--- src/include/fcs_pkg.sv ---
// Purpose: Constants and types of the flash clock, options and key block.
// Assumes: 8-bit registers on a plain strobe port, one 10 MHz clock.
// Notes on behaviour
// - Ratio register reads bits 6:0 always; they take one write per reset; bit 7 read-only.
// - Reset clears the written flag; the first ratio write sets it, any value.
// - Program and erase are refused until the written flag is set.
// - Prescale bit 6 picks bus clock, or bus clock divided by eight.
// - Flash clock is the divider input divided by ratio field plus one.
// - Each timing pulse is one flash clock period, 5 us to 6.7 us; any ratio is accepted, and status bit 0 only flags whether it is in range.
// - Working options load from the nonvolatile byte on the first edge after reset only.
// - With key enable bit 7 clear, no key match unlocks the device.
// - Only secure firmware may write key values; debug writes cannot.
// - Eight matching key bytes written in order unlock until next reset.
// - Options bit 6 set disables vector redirection; clear enables it.
// - Lock code 1:0 alone means unsecured; the other three mean secure.
// - While secure, secure memory is closed to unsecured sources and debug.
// - Lock code becomes 1:0 after key match or a good blank check.
// - Config bit 5 routes key-window writes to compare, else to commands.
// - Blocked accesses: writes ignored, reads give all zeros.
// - Key bytes go in ascending order, never adjacent; clearing bit 5 compares.
`default_nettype none
package fcs_pkg;
  localparam logic [3:0]  REG_RATIO      = 4'h0;
  localparam logic [3:0]  REG_OPT        = 4'h1;
  localparam logic [3:0]  REG_CFG        = 4'h2;
  localparam logic [3:0]  REG_STAT       = 4'h3;
  localparam int          RATIO_FLAG_BIT = 7;
  localparam int          PRESCALE_BIT   = 6;
  localparam int          OPT_BACKDOOR_UNLOCK_ENABLE_BIT  = 7;
  localparam int          OPT_NORED_BIT  = 6;
  localparam int          CFG_UNLOCK_COMPARE_MODE_BIT = 5;
  localparam int          STAT_PERIOD_OK = 0;
  localparam int          STAT_SECURE    = 1;
  localparam int          STAT_PE_OK     = 2;
  localparam logic [1:0]  LOCK_OPEN      = 2'h2;
  localparam logic [7:0]  OPT_RESET      = 8'hff;
  localparam logic [7:0]  OPT_RD_MASK    = 8'hc3;
  localparam logic [7:0]  CFG_RD_MASK    = 8'h20;
  localparam logic [15:0] KEY_BASE       = 16'hffb0;
  localparam logic [15:0] KEY_LAST       = 16'hffb7;
  localparam logic [3:0]  KEY_BYTES      = 4'h8;
  localparam logic [2:0]  PRE_LAST       = 3'h7;
  localparam int          BUS_PERIOD_NS  = 100;
  localparam int          PULSE_MIN_NS   = 5000;
  localparam int          PULSE_MAX_NS   = 6700;
  localparam int          PULSE_MIN_CYC  = (PULSE_MIN_NS + BUS_PERIOD_NS - 1) / BUS_PERIOD_NS;
  localparam int          PULSE_MAX_CYC  = PULSE_MAX_NS / BUS_PERIOD_NS;
  typedef enum logic {KEY_IDLE, KEY_COLLECT} fcs_key_state_t;
endpackage : fcs_pkg
`default_nettype wire

--- src/include/fcs_link_if.sv ---
// Purpose: Carries divider settings and key traffic between the core and its helpers.
// Assumes: One clock domain; all signals are levels or one-cycle pulses.
// Notes: The core drives settings and strobes; helpers answer with tick and match.
`default_nettype none
interface fcs_link_if;
  logic       prescale;
  logic [5:0] ratio;
  logic       run;
  logic       tick;
  logic       key_start;
  logic       key_check;
  logic       key_wr;
  logic [2:0] key_idx;
  logic [7:0] key_data;
  logic       key_match;
  modport core (output prescale, ratio, run, key_start, key_check, key_wr, key_idx,
                key_data, input tick, key_match);
  modport div  (input prescale, ratio, run, output tick);
  modport key  (input key_start, key_check, key_wr, key_idx, key_data, output key_match);
endinterface : fcs_link_if
`default_nettype wire

--- src/fcs_flash_ctrl.sv ---
// Purpose: Flash clock ratio, working options, key routing and access blocking.
// Assumes: Source and target class of each memory access come from the bus decoder.
// Notes: Memory outputs are registered, one cycle behind the access.
`default_nettype none
module fcs_flash_ctrl import fcs_pkg::*; (
  input  wire logic        clk,
  input  wire logic        rst_n,
  input  wire logic [3:0]  reg_addr,
  input  wire logic [7:0]  reg_wdata,
  input  wire logic        reg_we,
  input  wire logic        reg_re,
  output logic      [7:0]  reg_rdata,
  input  wire logic [7:0]  nonvolatile_options_byte,
  input  wire logic [63:0] backdoor_key_bytes,
  input  wire logic [15:0] mem_addr,
  input  wire logic [7:0]  mem_wdata,
  input  wire logic        mem_we,
  input  wire logic        mem_re,
  input  wire logic        mem_to_secure,
  input  wire logic        mem_to_flash,
  input  wire logic        mem_from_secure,
  input  wire logic        background_debug_mode,
  input  wire logic [7:0]  array_rdata,
  input  wire logic        blank_check_ok,
  output logic      [7:0]  mem_rdata,
  output logic             ram_we,
  output logic             flash_cmd_start,
  output logic             flash_cmd_refused,
  output logic      [15:0] wr_addr,
  output logic      [7:0]  wr_data,
  output logic             fclk_tick,
  output logic             pe_allowed,
  output logic             secure,
  output logic             redirect_enable
);
  fcs_link_if lnk ();

  logic       ratio_written_flag;
  logic       prescale_by_eight;
  logic [5:0] ratio_field;
  logic [7:0] options_working_reg;
  logic       opt_loaded;
  logic       unlock_compare_mode;
  logic       blocked;
  logic       key_window;
  logic       cmd_try;
  logic       cfg_wr;
  logic       key_unlock;
  logic [9:0] period_cyc;
  logic       period_ok;
  logic [7:0] next_rdata;

  fcs_clk_div u_div (
    .clk   (clk),
    .rst_n (rst_n),
    .lnk   (lnk.div)
  );

  fcs_key_cmp u_key (
    .clk                (clk),
    .rst_n              (rst_n),
    .backdoor_key_bytes (backdoor_key_bytes),
    .lnk                (lnk.key)
  );

  // Clock ratio register: one write per reset, later ones dropped
  always_ff @(posedge clk or negedge rst_n) begin
    if (!rst_n) begin
      ratio_written_flag <= 1'b0;
      prescale_by_eight  <= 1'b0;
      ratio_field        <= 6'h00;
    end else if (reg_we && reg_addr == REG_RATIO && !ratio_written_flag) begin
      ratio_written_flag <= 1'b1;
      prescale_by_eight  <= reg_wdata[PRESCALE_BIT];
      ratio_field        <= reg_wdata[5:0];
    end
  end

  // Divider only runs once a ratio is in place
  assign lnk.prescale = prescale_by_eight;
  assign lnk.ratio    = ratio_field;
  assign lnk.run      = ratio_written_flag;
  assign fclk_tick    = lnk.tick;
  assign pe_allowed   = ratio_written_flag;

  // Length of one flash clock in bus cycles, for the range status bit
  assign period_cyc = prescale_by_eight ? {1'b0, ratio_field + 6'h00, 3'h0} + 10'h008
                                        : {4'h0, ratio_field} + 10'h001;
  assign period_ok  = ratio_written_flag
                   && period_cyc >= 10'(PULSE_MIN_CYC)
                   && period_cyc <= 10'(PULSE_MAX_CYC);

  // Working options: caught from the nonvolatile byte on the first edge after reset.
  // Strap is not sampled under reset itself, so the erased (secure) value stands there.
  always_ff @(posedge clk or negedge rst_n) begin
    if (!rst_n) begin
      opt_loaded <= 1'b0;
    end else begin
      opt_loaded <= 1'b1;
    end
  end

  always_ff @(posedge clk or negedge rst_n) begin
    if (!rst_n) begin
      options_working_reg <= OPT_RESET;
    end else if (!opt_loaded) begin
      options_working_reg <= nonvolatile_options_byte;
    end else if (key_unlock || blank_check_ok) begin
      options_working_reg[1:0] <= LOCK_OPEN;
    end
  end
  // Software writes to REG_OPT fall through on purpose

  assign key_unlock      = lnk.key_match && options_working_reg[OPT_BACKDOOR_UNLOCK_ENABLE_BIT];
  assign secure          = options_working_reg[1:0] != LOCK_OPEN;
  assign redirect_enable = !options_working_reg[OPT_NORED_BIT];

  // Configuration register: compare mode, with start and check on its edges
  assign cfg_wr = reg_we && reg_addr == REG_CFG;

  always_ff @(posedge clk or negedge rst_n) begin
    if (!rst_n) begin
      unlock_compare_mode <= 1'b0;
    end else if (cfg_wr) begin
      unlock_compare_mode <= reg_wdata[CFG_UNLOCK_COMPARE_MODE_BIT];
    end
  end

  assign lnk.key_start = cfg_wr && reg_wdata[CFG_UNLOCK_COMPARE_MODE_BIT] && !unlock_compare_mode;
  assign lnk.key_check = cfg_wr && !reg_wdata[CFG_UNLOCK_COMPARE_MODE_BIT] && unlock_compare_mode;

  // Access control toward RAM and flash
  assign blocked    = secure && mem_to_secure
                   && (!mem_from_secure || background_debug_mode);
  assign key_window = mem_addr >= KEY_BASE && mem_addr <= KEY_LAST;

  // Key values only from secure firmware, never from the debug port
  assign lnk.key_wr   = mem_we && key_window && unlock_compare_mode
                     && mem_from_secure && !background_debug_mode;
  assign lnk.key_idx  = mem_addr[2:0];
  assign lnk.key_data = mem_wdata;

  // A debug write to the window in compare mode goes nowhere
  assign cmd_try = mem_we && mem_to_flash && !blocked
                && !(key_window && unlock_compare_mode);

  always_ff @(posedge clk or negedge rst_n) begin
    if (!rst_n) begin
      flash_cmd_start   <= 1'b0;
      flash_cmd_refused <= 1'b0;
      ram_we            <= 1'b0;
    end else begin
      flash_cmd_start   <= cmd_try && ratio_written_flag;
      flash_cmd_refused <= cmd_try && !ratio_written_flag;
      ram_we            <= mem_we && !mem_to_flash && !blocked;
    end
  end

  always_ff @(posedge clk or negedge rst_n) begin
    if (!rst_n) begin
      wr_addr <= 16'h0000;
      wr_data <= 8'h00;
    end else if (mem_we) begin
      wr_addr <= mem_addr;
      wr_data <= mem_wdata;
    end
  end

  always_ff @(posedge clk or negedge rst_n) begin
    if (!rst_n) begin
      mem_rdata <= 8'h00;
    end else if (mem_re && !blocked) begin
      mem_rdata <= array_rdata;
    end else begin
      mem_rdata <= 8'h00;
    end
  end

  // Register read port: data valid only in the cycle after the strobe
  always_comb begin
    next_rdata = 8'h00;
    if (reg_re) begin
      case (reg_addr)
        REG_RATIO: next_rdata = {ratio_written_flag, prescale_by_eight, ratio_field};
        REG_OPT:   next_rdata = options_working_reg & OPT_RD_MASK;
        REG_CFG:   next_rdata = {2'h0, unlock_compare_mode, 5'h00} & CFG_RD_MASK;
        REG_STAT:  next_rdata = {5'h00, pe_allowed, secure, period_ok};
        default:   next_rdata = 8'h00;
      endcase
    end
  end

  always_ff @(posedge clk or negedge rst_n) begin
    if (!rst_n) begin
      reg_rdata <= 8'h00;
    end else begin
      reg_rdata <= next_rdata;
    end
  end

  chk_ratio_first_write: assert property (@(posedge clk) disable iff (!rst_n)
    reg_we && reg_addr == REG_RATIO && !ratio_written_flag
    |=> ratio_written_flag && ratio_field == $past(reg_wdata[5:0])
        && prescale_by_eight == $past(reg_wdata[PRESCALE_BIT]))
    else $error("first ratio write not taken");

  chk_ratio_locked: assert property (@(posedge clk) disable iff (!rst_n)
    ratio_written_flag |=> ratio_written_flag && $stable(ratio_field)
                           && $stable(prescale_by_eight))
    else $error("ratio changed after first write");

  chk_ratio_readback: assert property (@(posedge clk) disable iff (!rst_n)
    reg_re && reg_addr == REG_RATIO
    |=> reg_rdata == {$past(ratio_written_flag), $past(prescale_by_eight),
                      $past(ratio_field)})
    else $error("ratio readback wrong");

  chk_cmd_gated: assert property (@(posedge clk) disable iff (!rst_n)
    mem_we && mem_to_flash && !blocked && !key_window && !ratio_written_flag
    |=> !flash_cmd_start && flash_cmd_refused)
    else $error("command started before ratio written");

  chk_key_route: assert property (@(posedge clk) disable iff (!rst_n)
    mem_we && key_window && unlock_compare_mode |=> !flash_cmd_start)
    else $error("key window write started a command");

  chk_debug_no_key: assert property (@(posedge clk) disable iff (!rst_n)
    background_debug_mode |-> !lnk.key_wr)
    else $error("debug access reached the key compare");

  chk_blocked_read: assert property (@(posedge clk) disable iff (!rst_n)
    mem_re && blocked |=> mem_rdata == 8'h00)
    else $error("blocked read returned data");

  chk_blocked_write: assert property (@(posedge clk) disable iff (!rst_n)
    mem_we && blocked |=> !ram_we && !flash_cmd_start)
    else $error("blocked write passed");

  chk_key_unlock: assert property (@(posedge clk) disable iff (!rst_n)
    opt_loaded && lnk.key_match && options_working_reg[OPT_BACKDOOR_UNLOCK_ENABLE_BIT]
    |=> !secure [*2])
    else $error("key match did not unlock");

  chk_backdoor_unlock_enable_off: assert property (@(posedge clk) disable iff (!rst_n)
    opt_loaded && secure && !options_working_reg[OPT_BACKDOOR_UNLOCK_ENABLE_BIT] && !blank_check_ok
    |=> secure)
    else $error("unlocked with key mechanism off");

  chk_opt_no_sw: assert property (@(posedge clk) disable iff (!rst_n)
    opt_loaded && !key_unlock && !blank_check_ok |=> $stable(options_working_reg))
    else $error("options register changed");

  chk_opt_load: assert property (@(posedge clk) disable iff (!rst_n)
    !opt_loaded |=> options_working_reg == $past(nonvolatile_options_byte))
    else $error("options not loaded after reset");

  chk_lock_decode: assert property (@(posedge clk) disable iff (!rst_n)
    secure == (options_working_reg[1:0] != 2'h2)
    && redirect_enable == !options_working_reg[6])
    else $error("lock or redirect decode wrong");

  chk_blank_unlock: assert property (@(posedge clk) disable iff (!rst_n)
    opt_loaded && blank_check_ok |=> !secure)
    else $error("blank check did not unlock");

  cov_cmd_start: cover property (@(posedge clk) disable iff (!rst_n) flash_cmd_start);
  cov_blocked_rd: cover property (@(posedge clk) disable iff (!rst_n) mem_re && blocked);
  cov_unlock: cover property (@(posedge clk) disable iff (!rst_n) secure ##1 !secure);
endmodule : fcs_flash_ctrl
`default_nettype wire

--- src/fcs_clk_div.sv ---
// Purpose: Derives the flash timing tick from the bus clock.
// Assumes: Settings stay still while run is high.
// Notes: tick is one bus cycle wide, once per flash clock period.
`default_nettype none
module fcs_clk_div import fcs_pkg::*; (
  input  wire logic clk,
  input  wire logic rst_n,
  fcs_link_if.div   lnk
);
  logic [2:0] pre_cnt;
  logic [5:0] div_cnt;
  logic       pre_tick;

  assign pre_tick = !lnk.prescale || (pre_cnt == PRE_LAST);

  always_ff @(posedge clk or negedge rst_n) begin
    if (!rst_n) begin
      pre_cnt <= 3'h0;
    end else if (!lnk.run || pre_tick) begin
      pre_cnt <= 3'h0;
    end else begin
      pre_cnt <= pre_cnt + 3'h1;
    end
  end

  always_ff @(posedge clk or negedge rst_n) begin
    if (!rst_n) begin
      div_cnt  <= 6'h00;
      lnk.tick <= 1'b0;
    end else if (!lnk.run) begin
      div_cnt  <= 6'h00;
      lnk.tick <= 1'b0;
    end else if (pre_tick && div_cnt == lnk.ratio) begin
      div_cnt  <= 6'h00;
      lnk.tick <= 1'b1;
    end else begin
      div_cnt  <= pre_tick ? div_cnt + 6'h01 : div_cnt;
      lnk.tick <= 1'b0;
    end
  end

  chk_tick_spacing: assert property (@(posedge clk) disable iff (!rst_n)
    lnk.tick && lnk.run && (lnk.ratio != 6'h00 || lnk.prescale) |=> !lnk.tick)
    else $error("flash tick repeated too soon");
  cov_tick: cover property (@(posedge clk) disable iff (!rst_n) lnk.tick);
endmodule : fcs_clk_div
`default_nettype wire

--- src/fcs_key_cmp.sv ---
// Purpose: Collects the eight comparison bytes and checks them against the stored key.
// Assumes: Writes arrive only while compare mode is on and from secure code.
// Notes: Any slip (wrong order, adjacent cycles, wrong byte) spoils the whole attempt.
`default_nettype none
module fcs_key_cmp import fcs_pkg::*; (
  input  wire logic        clk,
  input  wire logic        rst_n,
  input  wire logic [63:0] backdoor_key_bytes,
  fcs_link_if.key          lnk
);
  fcs_key_state_t state;
  logic [3:0]     got;
  logic           bad;
  logic           last_wr;
  logic           slip;

  assign slip = last_wr || got == KEY_BYTES || {1'b0, lnk.key_idx} != got
             || lnk.key_data != backdoor_key_bytes[8*lnk.key_idx +: 8];

  always_ff @(posedge clk or negedge rst_n) begin
    if (!rst_n) begin
      state <= KEY_IDLE;
      got   <= 4'h0;
      bad   <= 1'b0;
    end else begin
      case (state)
        KEY_IDLE: begin
          if (lnk.key_start) begin
            state <= KEY_COLLECT;
            got   <= 4'h0;
            bad   <= 1'b0;
          end
        end
        KEY_COLLECT: begin
          if (lnk.key_check) begin
            state <= KEY_IDLE;
          end else if (lnk.key_wr && slip) begin
            bad <= 1'b1;
          end else if (lnk.key_wr) begin
            got <= got + 4'h1;
          end
        end
        default: state <= KEY_IDLE;
      endcase
    end
  end

  always_ff @(posedge clk or negedge rst_n) begin
    if (!rst_n) begin
      last_wr       <= 1'b0;
      lnk.key_match <= 1'b0;
    end else begin
      last_wr       <= lnk.key_wr;
      lnk.key_match <= state == KEY_COLLECT && lnk.key_check && !bad
                       && got == KEY_BYTES;
    end
  end

  chk_key_adjacent: assert property (@(posedge clk) disable iff (!rst_n)
    state == KEY_COLLECT && lnk.key_wr && last_wr && !lnk.key_check |=> bad)
    else $error("adjacent key writes not spoiled");
  cov_key_match: cover property (@(posedge clk) disable iff (!rst_n) lnk.key_match);
endmodule : fcs_key_cmp
`default_nettype wire

--- config.mk ---
export PLATFORM = sky130hd
export DESIGN_NAME = fcs_flash_ctrl
export DESIGN_NICKNAME = d
export VERILOG_FILES = /design/src/include/fcs_pkg.sv /design/src/include/fcs_link_if.sv /design/src/fcs_flash_ctrl.sv /design/src/fcs_clk_div.sv /design/src/fcs_key_cmp.sv
export SDC_FILE = /design/constraint.sdc
export NUM_CORES = 1
export LEC_CHECK = 0
export ABC_CLOCK_PERIOD_IN_PS = 3500
export BUFFER_PORTS_ARGS = -buffer_cell sky130_fd_sc_hd__buf_2
export CAP_MARGIN = 20
export CELL_PAD_IN_SITES_DETAIL_PLACEMENT = 0
export CELL_PAD_IN_SITES_GLOBAL_PLACEMENT = 1
export CORE_ASPECT_RATIO = 0.9
export CORE_MARGIN = 2
export CORE_UTILIZATION = 39
export DETAILED_ROUTE_END_ITERATION = 10
export PLACE_DENSITY = 0.95
export SETUP_SLACK_MARGIN = 0.05
export SYNTH_ARGS = -nofsm -noshare
export SYNTH_HDL_FRONTEND = slang
export SYNTH_SLANG_ARGS = --single-unit
--- constraint.sdc ---
create_clock -name clk -period 3.5 [get_ports clk]
set_input_delay 0.525 -clock clk [delete_from_list [all_inputs] [get_ports clk]]
set_output_delay 0.525 -clock clk [all_outputs]
set_load 0.05 [all_outputs]
==> run_results.csv, run 1 <==
group,metric,value,unit
finish,largest_register,"wr_addr",
cts,numClockSinks,75,
finish,antenna_cells,0,
pwr,p_sw_frac,0.325,
timing,hold_violations,0,
floorplan,dieWidth,111,um
logic_synthesis,synth_top_family_by_area,"multiplexers",
cts,cts_resized,0,
timing,rsz0062_at_grt,"no",
pwr,power,2.67,mW
floorplan,core,10100,um2
pwr,ir_drop,0.000245,V
setup_path,critPathCaptureType,"flip-flop",
floorplan,ios,174,
setup_path,worstSetupStartpointType,"primary input",
logic_synthesis,synth_edf_count,0,
cts,clockRootBuffer,"clkbuf_16",
logic_synthesis,synth_seq_cells,75,
logic_synthesis,synth.area.top_cells,"dfrtp_1, mux2_2, mux2i_1",
setup_path,reg2reg_to,"u_div.div_cnt[5]",
place,dpl.hpwl,7770,um
timing,worst_pin_slew,0.940,ns
route,route.vias.total,3319,
global_route,antenna_found_initial,0,
setup_path,path_cells,"buf_2 > mux4_2 > mux2i_1 > xor2_1 > nand4_2 > nor4b_1 > mux2_1",
pwr,p_comb_frac,0.246,
finish,final_cells,628,
route,drt-initial-drc-count,113,
setup_path,endpoint,"u_key.got[1]",
route,drt-total-wl,10100,um
min_path,hold_class,"in -> async",
setup_path,path_class,"in -> reg",
global_route,grt_pass1_wl,16700,um
logic_synthesis,synth_top_area_cell,"dfrtp_1",
pwr,cell_internal_pwr,1.81,mW
floorplan,dieArea,11100,um2
logic_synthesis,synth_cell_types,49,
pwr,p_leak,2.60,nW
logic_synthesis,synth_compound_area_frac,0.0445,
place,pre_cts_slack,0.358,ns
cts,cts_buffers,9,
pwr,p_per_area,514,nW/um2
logic_synthesis,avgSynthCellArea,12.0,um2
cts,clk_path_buf_depth,2,
status,outcome,"completed",
logic_synthesis,synthAdderAreaFrac,0.0188,
finish,drive_gt1_frac,0.473,
finish,nets,627,
timing,slew_viol_final,0,
cts,clkTransAtPathRegs,0.06,ns
cts,htreeDepth,3,
setup_path,crit_path_max_fanout,19,
setup_path,r2r_start,"u_div.pre_cnt[0]",
route,firstDrtPassIters,5,
timing,fmax,352,MHz
logic_synthesis,syn_inst,333,
logic_synthesis,synthArstFlopShare,1.00,
finish,largest_reg_flops,16,
timing,setup_violations,0,
floorplan,rows,35,
logic_synthesis,syn-cell-area,3990,um2
global_route,grt_pass1_vias,3483,
finish,final_common_cell,"buf_2",
place,placed_cells,612,
logic_synthesis,synth_top_area_frac,0.445,
logic_synthesis,yosysSeqAreaShare,0.471,
setup_path,slowest_delay,0.57,ns
cts,cts_tree,"built",
logic_synthesis,synth_xor_area_frac,0.0527,
pwr,p_sw,869,uW
cts,postCtsSetupBuffers,0,
setup_path,required,3.71,ns
pwr,p_seq_frac,0.408,
setup_path,reg2reg_setup_slack,1.14,ns
global_route,grt_util_all_layers,0.187,
logic_synthesis,synth_fp_nets,466,
setup_path,critPathSlowestCell,"mux4_2",
floorplan,start_util,0.395,
finish,mostFrequentLayoutCells,"buf_2, dfrtp_1, mux2_2, mux2i_1, xor2_1",
cts,worstSkewPairLatency,0.33,ns
place,place_area,4900,um2
finish,stdcell_area,5210,um2
route,wl_per_cell,16.0,um
logic_synthesis,synth_warnings,0,
timing,setup_tns,0,ns
timing,fin_skew,0.00642,ns
finish,syn_to_final_growth,30.5,%
place,io_buffers,168,
logic_synthesis,synthSimpleGateAreaFrac,0.152,
global_route,grt_max_degree,76,
timing,fin_crit,2.84,ns
logic_synthesis,synth_mux_area_frac,0.231,
timing,maxSlewHeadroom,0.373,
logic_synthesis,synth_ff_type,"dfrtp_1",
global_route,grt_overflow,0,
place,place_congestion,0.842,
cts,cts_hold_buf,0,
timing,layout_setup_ws,0.660,ns
pwr,power_frac_clock,0.346,
floorplan,dieHeight,100,um
setup_path,r2r_cells,8,
route,ant_nets,0,
setup_path,worstPathArrival,3.05,ns
route,via_per_inst,5.29,
flow_run,cap_violations,0,
setup_path,startpoint,"mem_addr[0]",
timing,finalCritPeriodShare,0.811,
route,drc,0,
[layer usage]
metal	global-route usage	vias to the layer above	routed length, um
met3	0.0628	22	561
met1	0.221	1625	4240
met4	0.0731	0	233
met2	0.319	123	5030
met5	0	-	0
li1	-	1549	-
[power by group through the flow]
stage / clock network, mW / logic (mW) / registers, mW
after floorplan: 0 / 0.355 / 1.19
final: 0.925 / 0.659 / 1.09
after detailed placement: 0 / 0.662 / 1.10
after global routing: 0.995 / 0.723 / 1.10
after CTS: 0.952 / 0.664 / 1.09
after global placement: 0 / 0.642 / 1.10
[Yosys cell counts, drive strengths merged (2+ instances only)]
master	number
nand2b	6
a31oi	4
buf	7
nor4	5
nor3	6
o41ai	2
and3	14
ha	6
nand3	9
mux2	34
and4	2
nand4	9
mux2i	29
a21oi	4
nor2b	6
nor3b	2
inv	6
dfrtp	71
or4	4
dfstp	4
and2	3
nand2	12
o21a	2
o21ai	4
nor4b	3
mux4	11
xnor2	4
or2	2
nor2	14
nand4b	3
xor2	20
nand3b	3
clkbuf	11
[final cells by class]
type,count,area [um2]
Timing Repair Buffer,168,843
Clock buffer,10,239
Inverter,6,22.5
Multi-Input combinational cell,234,2000
Sequential cell,75,1880
Tap cell,129,161
Fill cell,878,4910
Clock inverter,6,63.8
[worst min path at each step]
| stage | endpoint | slack [ns] | cells after the start |
|---|---|---|---|
| after floorplan | flash_cmd_refused | 0.23 | 0 |
| final | lnk.ratio[0] | 0.31 | 1 |
| after CTS | lnk.ratio[0] | 0.37 | 1 |
| after global routing | ram_we | 0.38 | 2 |
| after global placement | u_div.pre_cnt[0] | 0.42 | 1 |
| after detailed placement | u_key.lnk.key_match | 0.43 | 1 |
[metrics by stage]
step                utilization  hold WS [ns]
floorplan                     -         0.229
global placement          0.485         0.423
detailed placement        0.485         0.429
CTS                       0.515         0.375
global route              0.515         0.381
finish                    0.515         0.308
[logic make-up (layout without fill, tap and decap cells)]
family | count (synthesis) | after routing
compound gates | 25 | 25
xor+xnor | 24 | 24
fa+ha+maj | 6 | 6
buf+inv | 24 | 190
flops | 75 | 75
mux | 74 | 74
other cells | 1 | 1
simple gates | 104 | 104
[critical path: cells and delay by family]
family,cells,cell delay [ns]
simple gates,2,0.71
mux,3,1.12
xor+xnor,1,0.25
buf+inv,1,0.45
Note: power is estimated with default switching activity, not from simulation.
==> run 2: changes to the inputs <==
ABC_AREA = 1   (was default)
ABC_CLOCK_PERIOD_IN_PS = 2550   (was 3500)
CORE_UTILIZATION = 31   (was 39)
PLACE_DENSITY = 0.87   (was 0.95)
clock period = 2.55 ns   (was 3.5 ns; I/O delays follow)
==> run 2 against run 1 <==
Clock skew fell by 0.0024 ns; clock-buffer cell count rose by 3; cell count rose by 45%; via count grew 26%; flip-flop and latch count is the same; power up 27%; global-route usage shrank 2.4 points; first-iteration DRC count rose by 65%; clock power up 57%; sequential share of layout area fell by 2.9 points.
==> run_results.csv, run 2 <==
group,metric,value,unit
cts,cts_resized,0,
route,firstDrtPassIters,4,
finish,largest_reg_flops,16,
place,dpl.hpwl,8930,um
timing,fmax,564,MHz
timing,layout_setup_ws,0.776,ns
logic_synthesis,synth_top_area_cell,"dfrtp_1",
logic_synthesis,syn_inst,566,
floorplan,core,13500,um2
finish,syn_to_final_growth,30.8,%
logic_synthesis,synth.most_common_cell,"nand2_1",
timing,fin_skew,0.00406,ns
min_path,hold_class,"in -> async",
timing,setup_tns,0,ns
logic_synthesis,syn-cell-area,4330,um2
pwr,ir_drop,0.000402,V
floorplan,ios,174,
finish,antenna_cells,0,
logic_synthesis,synth_seq_cells,75,
logic_synthesis,synth.area.top_cells,"dfrtp_1, nand2_1, inv_1",
route,route.vias.total,4171,
timing,finalCritPeriodShare,0.696,
timing,worst_pin_slew,0.666,ns
finish,nets,869,
logic_synthesis,synth_edf_count,0,
route,drc,0,
setup_path,worstPathArrival,1.39,ns
setup_path,path_class,"reg -> out",
setup_path,reg2reg_setup_slack,0.82,ns
cts,clk_path_buf_depth,2,
cts,htreeDepth,3,
place,place_congestion,0.824,
flow_run,cap_violations,0,
global_route,grt_pass1_wl,19300,um
global_route,antenna_found_initial,0,
logic_synthesis,synth_warnings,0,
global_route,grt_overflow,0,
setup_path,worstSetupStartpointType,"flip-flop",
floorplan,dieHeight,116,um
timing,hold_violations,0,
logic_synthesis,netlist_top_cells_count,"nand2_1, inv_1, dfrtp_1",
route,dr_wl_met2,5560,um
floorplan,start_util,0.320,
route,wl_per_cell,12.8,um
pwr,p_per_area,601,nW/um2
logic_synthesis,synth_ff_type,"dfrtp_1",
route,routed.top_layer,"met4",
cts,clkTransAtPathRegs,0.06,ns
finish,largest_register,"wr_addr",
floorplan,dieArea,14900,um2
cts,postCtsSetupBuffers,0,
cts,numClockSinks,75,
route,via_per_inst,4.59,
finish,drive_gt1_frac,0.306,
timing,slew_viol_final,0,
cts,clockRootBuffer,"clkbuf_16",
route,ant_nets,0,
finish,final_common_cell,"buf_2",
timing,setup_violations,0,
status,outcome,"completed",
logic_synthesis,synth_top_area_frac,0.411,
timing,fin_crit,1.77,ns
timing,rsz0062_at_grt,"no",
route,drt-total-wl,11600,um
place,io_buffers,168,
global_route,grt_max_degree,50,
logic_synthesis,avgSynthCellArea,7.65,um2
cts,worstSkewPairLatency,0.33,ns
setup_path,critPathCaptureType,"output pin",
cts,cts_tree,"built",
finish,mostFrequentLayoutCells,"buf_2, nand2_1, inv_1, dfrtp_1, nor2_1",
setup_path,crit_path_max_fanout,3,
route,wl_met3,521,um
global_route,grt_pass1_vias,4088,
floorplan,dieWidth,129,um
route,drt-initial-drc-count,186,
global_route,grt_util_all_layers,0.163,
pwr,p_leak,3.18,nW
logic_synthesis,synth_cell_types,44,
finish,fillCellCount,1441,
logic_synthesis,yosysSeqAreaShare,0.435,
setup_path,required,2.17,ns
logic_synthesis,synthArstFlopShare,1.00,
place,pre_cts_slack,0.473,ns
logic_synthesis,synth_fp_nets,699,
timing,maxSlewHeadroom,0.556,
floorplan,rows,40,
cts,cts_buffers,9,
route,met1_length,5310,um
cts,cts_hold_buf,0,
timing,whs,0.0757,ns
run 2: area by class of cell:
cell class / count / area [um2] / share of cell area
multi-input combinational: 376 / 1930 / 0.340
sequential: 75 / 1880 / 0.332
timing repair buffer: 177 / 923 / 0.163
inverter: 97 / 372 / 0.0656
clock buffer: 13 / 280 / 0.0495
tap: 168 / 210 / 0.0371
clock inverter: 3 / 67.6 / 0.0119
run 2: stage by stage:
stage | instance area, um2 | total power, mW | instances | util
after floorplan | 4330 | 1.75 | 566 | -
after detailed placement | 5320 | 1.98 | 893 | 0.393
final | 5660 | 3.40 | 909 | 0.419
after CTS | 5660 | 3.45 | 909 | 0.419
after global placement | 5320 | 1.97 | 893 | 0.393
after global routing | 5660 | 3.57 | 909 | 0.419
run 2: final timing paths:
kind	from	to	cells after the start
max	options_working_reg[0]	secure	3
min	rst_n	lnk.ratio[0]	1
max reg2reg	unlock_compare_mode	u_key.got[3]	10
min reg2reg	u_div.pre_cnt[0]	u_div.pre_cnt[0]	1
max in group asynchronous	rst_n	options_working_reg[7]	2
min in group clk	nonvolatile_options_byte[7]	options_working_reg[7]	3
run 2: cells by family (layout without fill, tap and decap cells):
kind of cell / count (synthesis) / after routing / synth area share
buffers and inverters: 115 / 290 / 0.120
xor gates and xnor gates: 11 / 11 / 0.0223
adders and majority gates: 6 / 6 / 0.0173
other: 1 / 1 / 0.000866
AOI/OAI and AO/OA: 56 / 56 / 0.0743
muxes: 15 / 15 / 0.0390
DFF: 75 / 75 / 0.435
and+or+nand+nor: 287 / 287 / 0.292
run 2: where the power goes:
part / internal (mW) / switching, mW / leakage, nW
Combinational: 0.209 / 0.445 / 2.11
Clock: 0.964 / 0.485 / 0.168
Sequential: 1.26 / 0.0373 / 0.901
run 2: layer usage:
layer	global-route usage	vias up
li1	-	2132
met1	0.213	1927
met2	0.269	95
met3	0.0426	17
met4	0.0486	0
met5	0	-
run 2: worst max-delay path: stages (launching register included):
cell and delay [ns]:
dfstp_2 0.53, inv_1 0.06, nand2_1 0.18, buf_2 0.31
==> run 3: changes to the inputs <==
ABC_CLOCK_PERIOD_IN_PS = 1700   (was 2550)
CORE_UTILIZATION = 34   (was 31)
PLACE_DENSITY = 0.9   (was 0.87)
clock period = 1.7 ns   (was 2.55 ns; I/O delays follow)
==> run 3 against run 2 <==
Clock skew grew 0.0011 ns; sequential share of layout area shrank 1.3 points; worst hold slack gained 0.049 ns; clock-buffer cell count shrank 3; wire length shrank 1.8%; register-to-register slack lost 0.67 ns; cell count grew 1.7%; combinational power grew 56%; cell area grew 4.2%; critical path type unchanged; largest cell class unchanged; highest routed layer unchanged.
==> run_results.csv, run 3 (synthesized netlist as in run 2, its figures left out) <==
group,metric,value,unit
floorplan,start_util,0.345,
cts,numClockSinks,75,
finish,largest_register,"wr_addr",
timing,slew_viol_final,0,
finish,antenna_cells,0,
flow_run,cap_violations,0,
pwr,p_leak,3.29,nW
cts,clockRootBuffer,"clkbuf_16",
place,io_buffers,168,
global_route,grt_overflow,0,
finish,final_common_cell,"buf_2",
floorplan,rows,39,
setup_path,worstPathArrival,1.34,ns
finish,mostFrequentLayoutCells,"buf_2, nand2_1, inv_1, dfrtp_1, nor2_1",
cts,worstSkewPairLatency,0.33,ns
cts,clkTransAtPathRegs,0.05,ns
finish,nets,888,
min_path,hold_class,"in -> reg",
timing,finalCritPeriodShare,0.941,
setup_path,critPathCaptureType,"output pin",
route,via_per_inst,4.54,
floorplan,core,12500,um2
global_route,grt_max_degree,58,
pwr,p_per_area,875,nW/um2
floorplan,ios,174,
floorplan,dieArea,13600,um2
timing,setup_violations,0,
setup_path,cp_top_family,"flip-flops",
global_route,grt_pass1_wl,18800,um
route,drt-total-wl,11400,um
floorplan,dieHeight,111,um
route,route.vias.total,4199,
setup_path,path_class,"reg -> out",
global_route,grt_pass1_vias,4050,
cts,htreeDepth,3,
timing,fmax,625,MHz
finish,final_cells,924,
place,placed_cells,906,
min_path,hold_start,"nonvolatile_options_byte[7]",
place,place_congestion,0.840,
timing,whs,0.125,ns
route,wl_per_cell,12.3,um
cts,clk_path_buf_depth,2,
global_route,grt_util_all_layers,0.173,
setup_path,path_cells,"inv_1 > nand2_1 > buf_4",
route,drc,0,
setup_path,critPathSlowestCell,"dfstp_2",
cts,cts_buffers,9,
pwr,ir_drop,0.000569,V
timing,rsz0062_at_grt,"no",
finish,drive_gt1_frac,0.339,
route,firstDrtPassIters,4,
place,pre_cts_slack,-0.0552,ns
setup_path,required,1.44,ns
finish,largest_reg_flops,16,
setup_path,crit_path_max_fanout,3,
global_route,antenna_found_initial,0,
finish,syn_to_final_growth,36.4,%
setup_path,reg2reg_setup_slack,0.15,ns
cts,cts_tree,"built",
route,ant_nets,0,
setup_path,r2r_start,"u_div.pre_cnt[0]",
status,outcome,"completed",
setup_path,startpoint,"options_working_reg[0]",
timing,hold_violations,0,
timing,fin_crit,1.60,ns
floorplan,dieWidth,123,um
place,dpl.hpwl,8940,um
setup_path,cp.buffers_inverters,2,
setup_path,worstSetupStartpointType,"flip-flop",
timing,fin_skew,0.00519,ns
timing,layout_setup_ws,0.100,ns
route,drt-initial-drc-count,213,
setup_path,slowest_delay,0.52,ns
-- run 3: cell count changes in the layout (fill, tap and decap cells not counted), sizes merged --
cell         before  now
clkinv            0    1
dlygate4sd3       0    1
bufinv            2    3
buf             177  195
clkbuf           13   10
inv              97   98
-- run 3: path summary, 6_finish.rpt --
check / end / cells after the start
max in group asynchronous: u_key.got[0] / 3
min: options_working_reg[7] / 3
min in group asynchronous: reg_rdata[4] / 2
min reg2reg: u_div.pre_cnt[0] / 1
max reg2reg: u_div.div_cnt[0] / 8
max: secure / 3
-- run 3: worst reg2reg max path: stages (launching register included) --
cell and delay [ns]:
dfrtp_1 0.36, ha_2 0.21, ha_4 0.15, nor2_4 0.05, a211oi_2 0.20, nand4_1 0.16, buf_4 0.17, nand4_1 0.05
o21ai_0 0.07
-- run 3: cell type report --
class / count / area (um2)
multi-input combinational: 376 / 1990
sequential: 75 / 1890
inverter: 97 / 372
clock inverter: 6 / 111
fill: 1254 / 6640
clock buffer: 10 / 239
tap: 164 / 205
timing repair buffer: 196 / 1100
-- run 3: repair_timing --
item	4_1_cts	5_1_grt
hold buffers	1	0
setup endpoints to repair	3	12
endpoints found under the hold margin	14	0
pin swaps	0	4
resized for setup	2	16
setup buffers	0	1
-- run 3: routing by layer --
layer / vias up / part of all wire / global-route usage
met1: 1930 / 0.45 / 0.228
li1: 2165 / - / -
met5: - / 0 / 0
met3: 13 / 0.049 / 0.0417
met4: 0 / 0.014 / 0.0452
met2: 91 / 0.49 / 0.284
-- run 3: power breakdown --
group          switching, mW  internal, mW
clock                  0.729          1.48
combinational          0.682         0.341
sequential            0.0482          1.89
total                   1.46          3.71
-- run 3: through the flow --
stage	util	power (mW)	TNS, ns	instance area (um2)
after detailed placement	0.436	2.99	-0.241	5460
after floorplan	-	2.62	0	4330
after global routing	0.471	5.41	0	5900
final	0.471	5.17	0	5900
after global placement	0.436	2.98	-0.251	5460
after CTS	0.465	5.22	0	5830
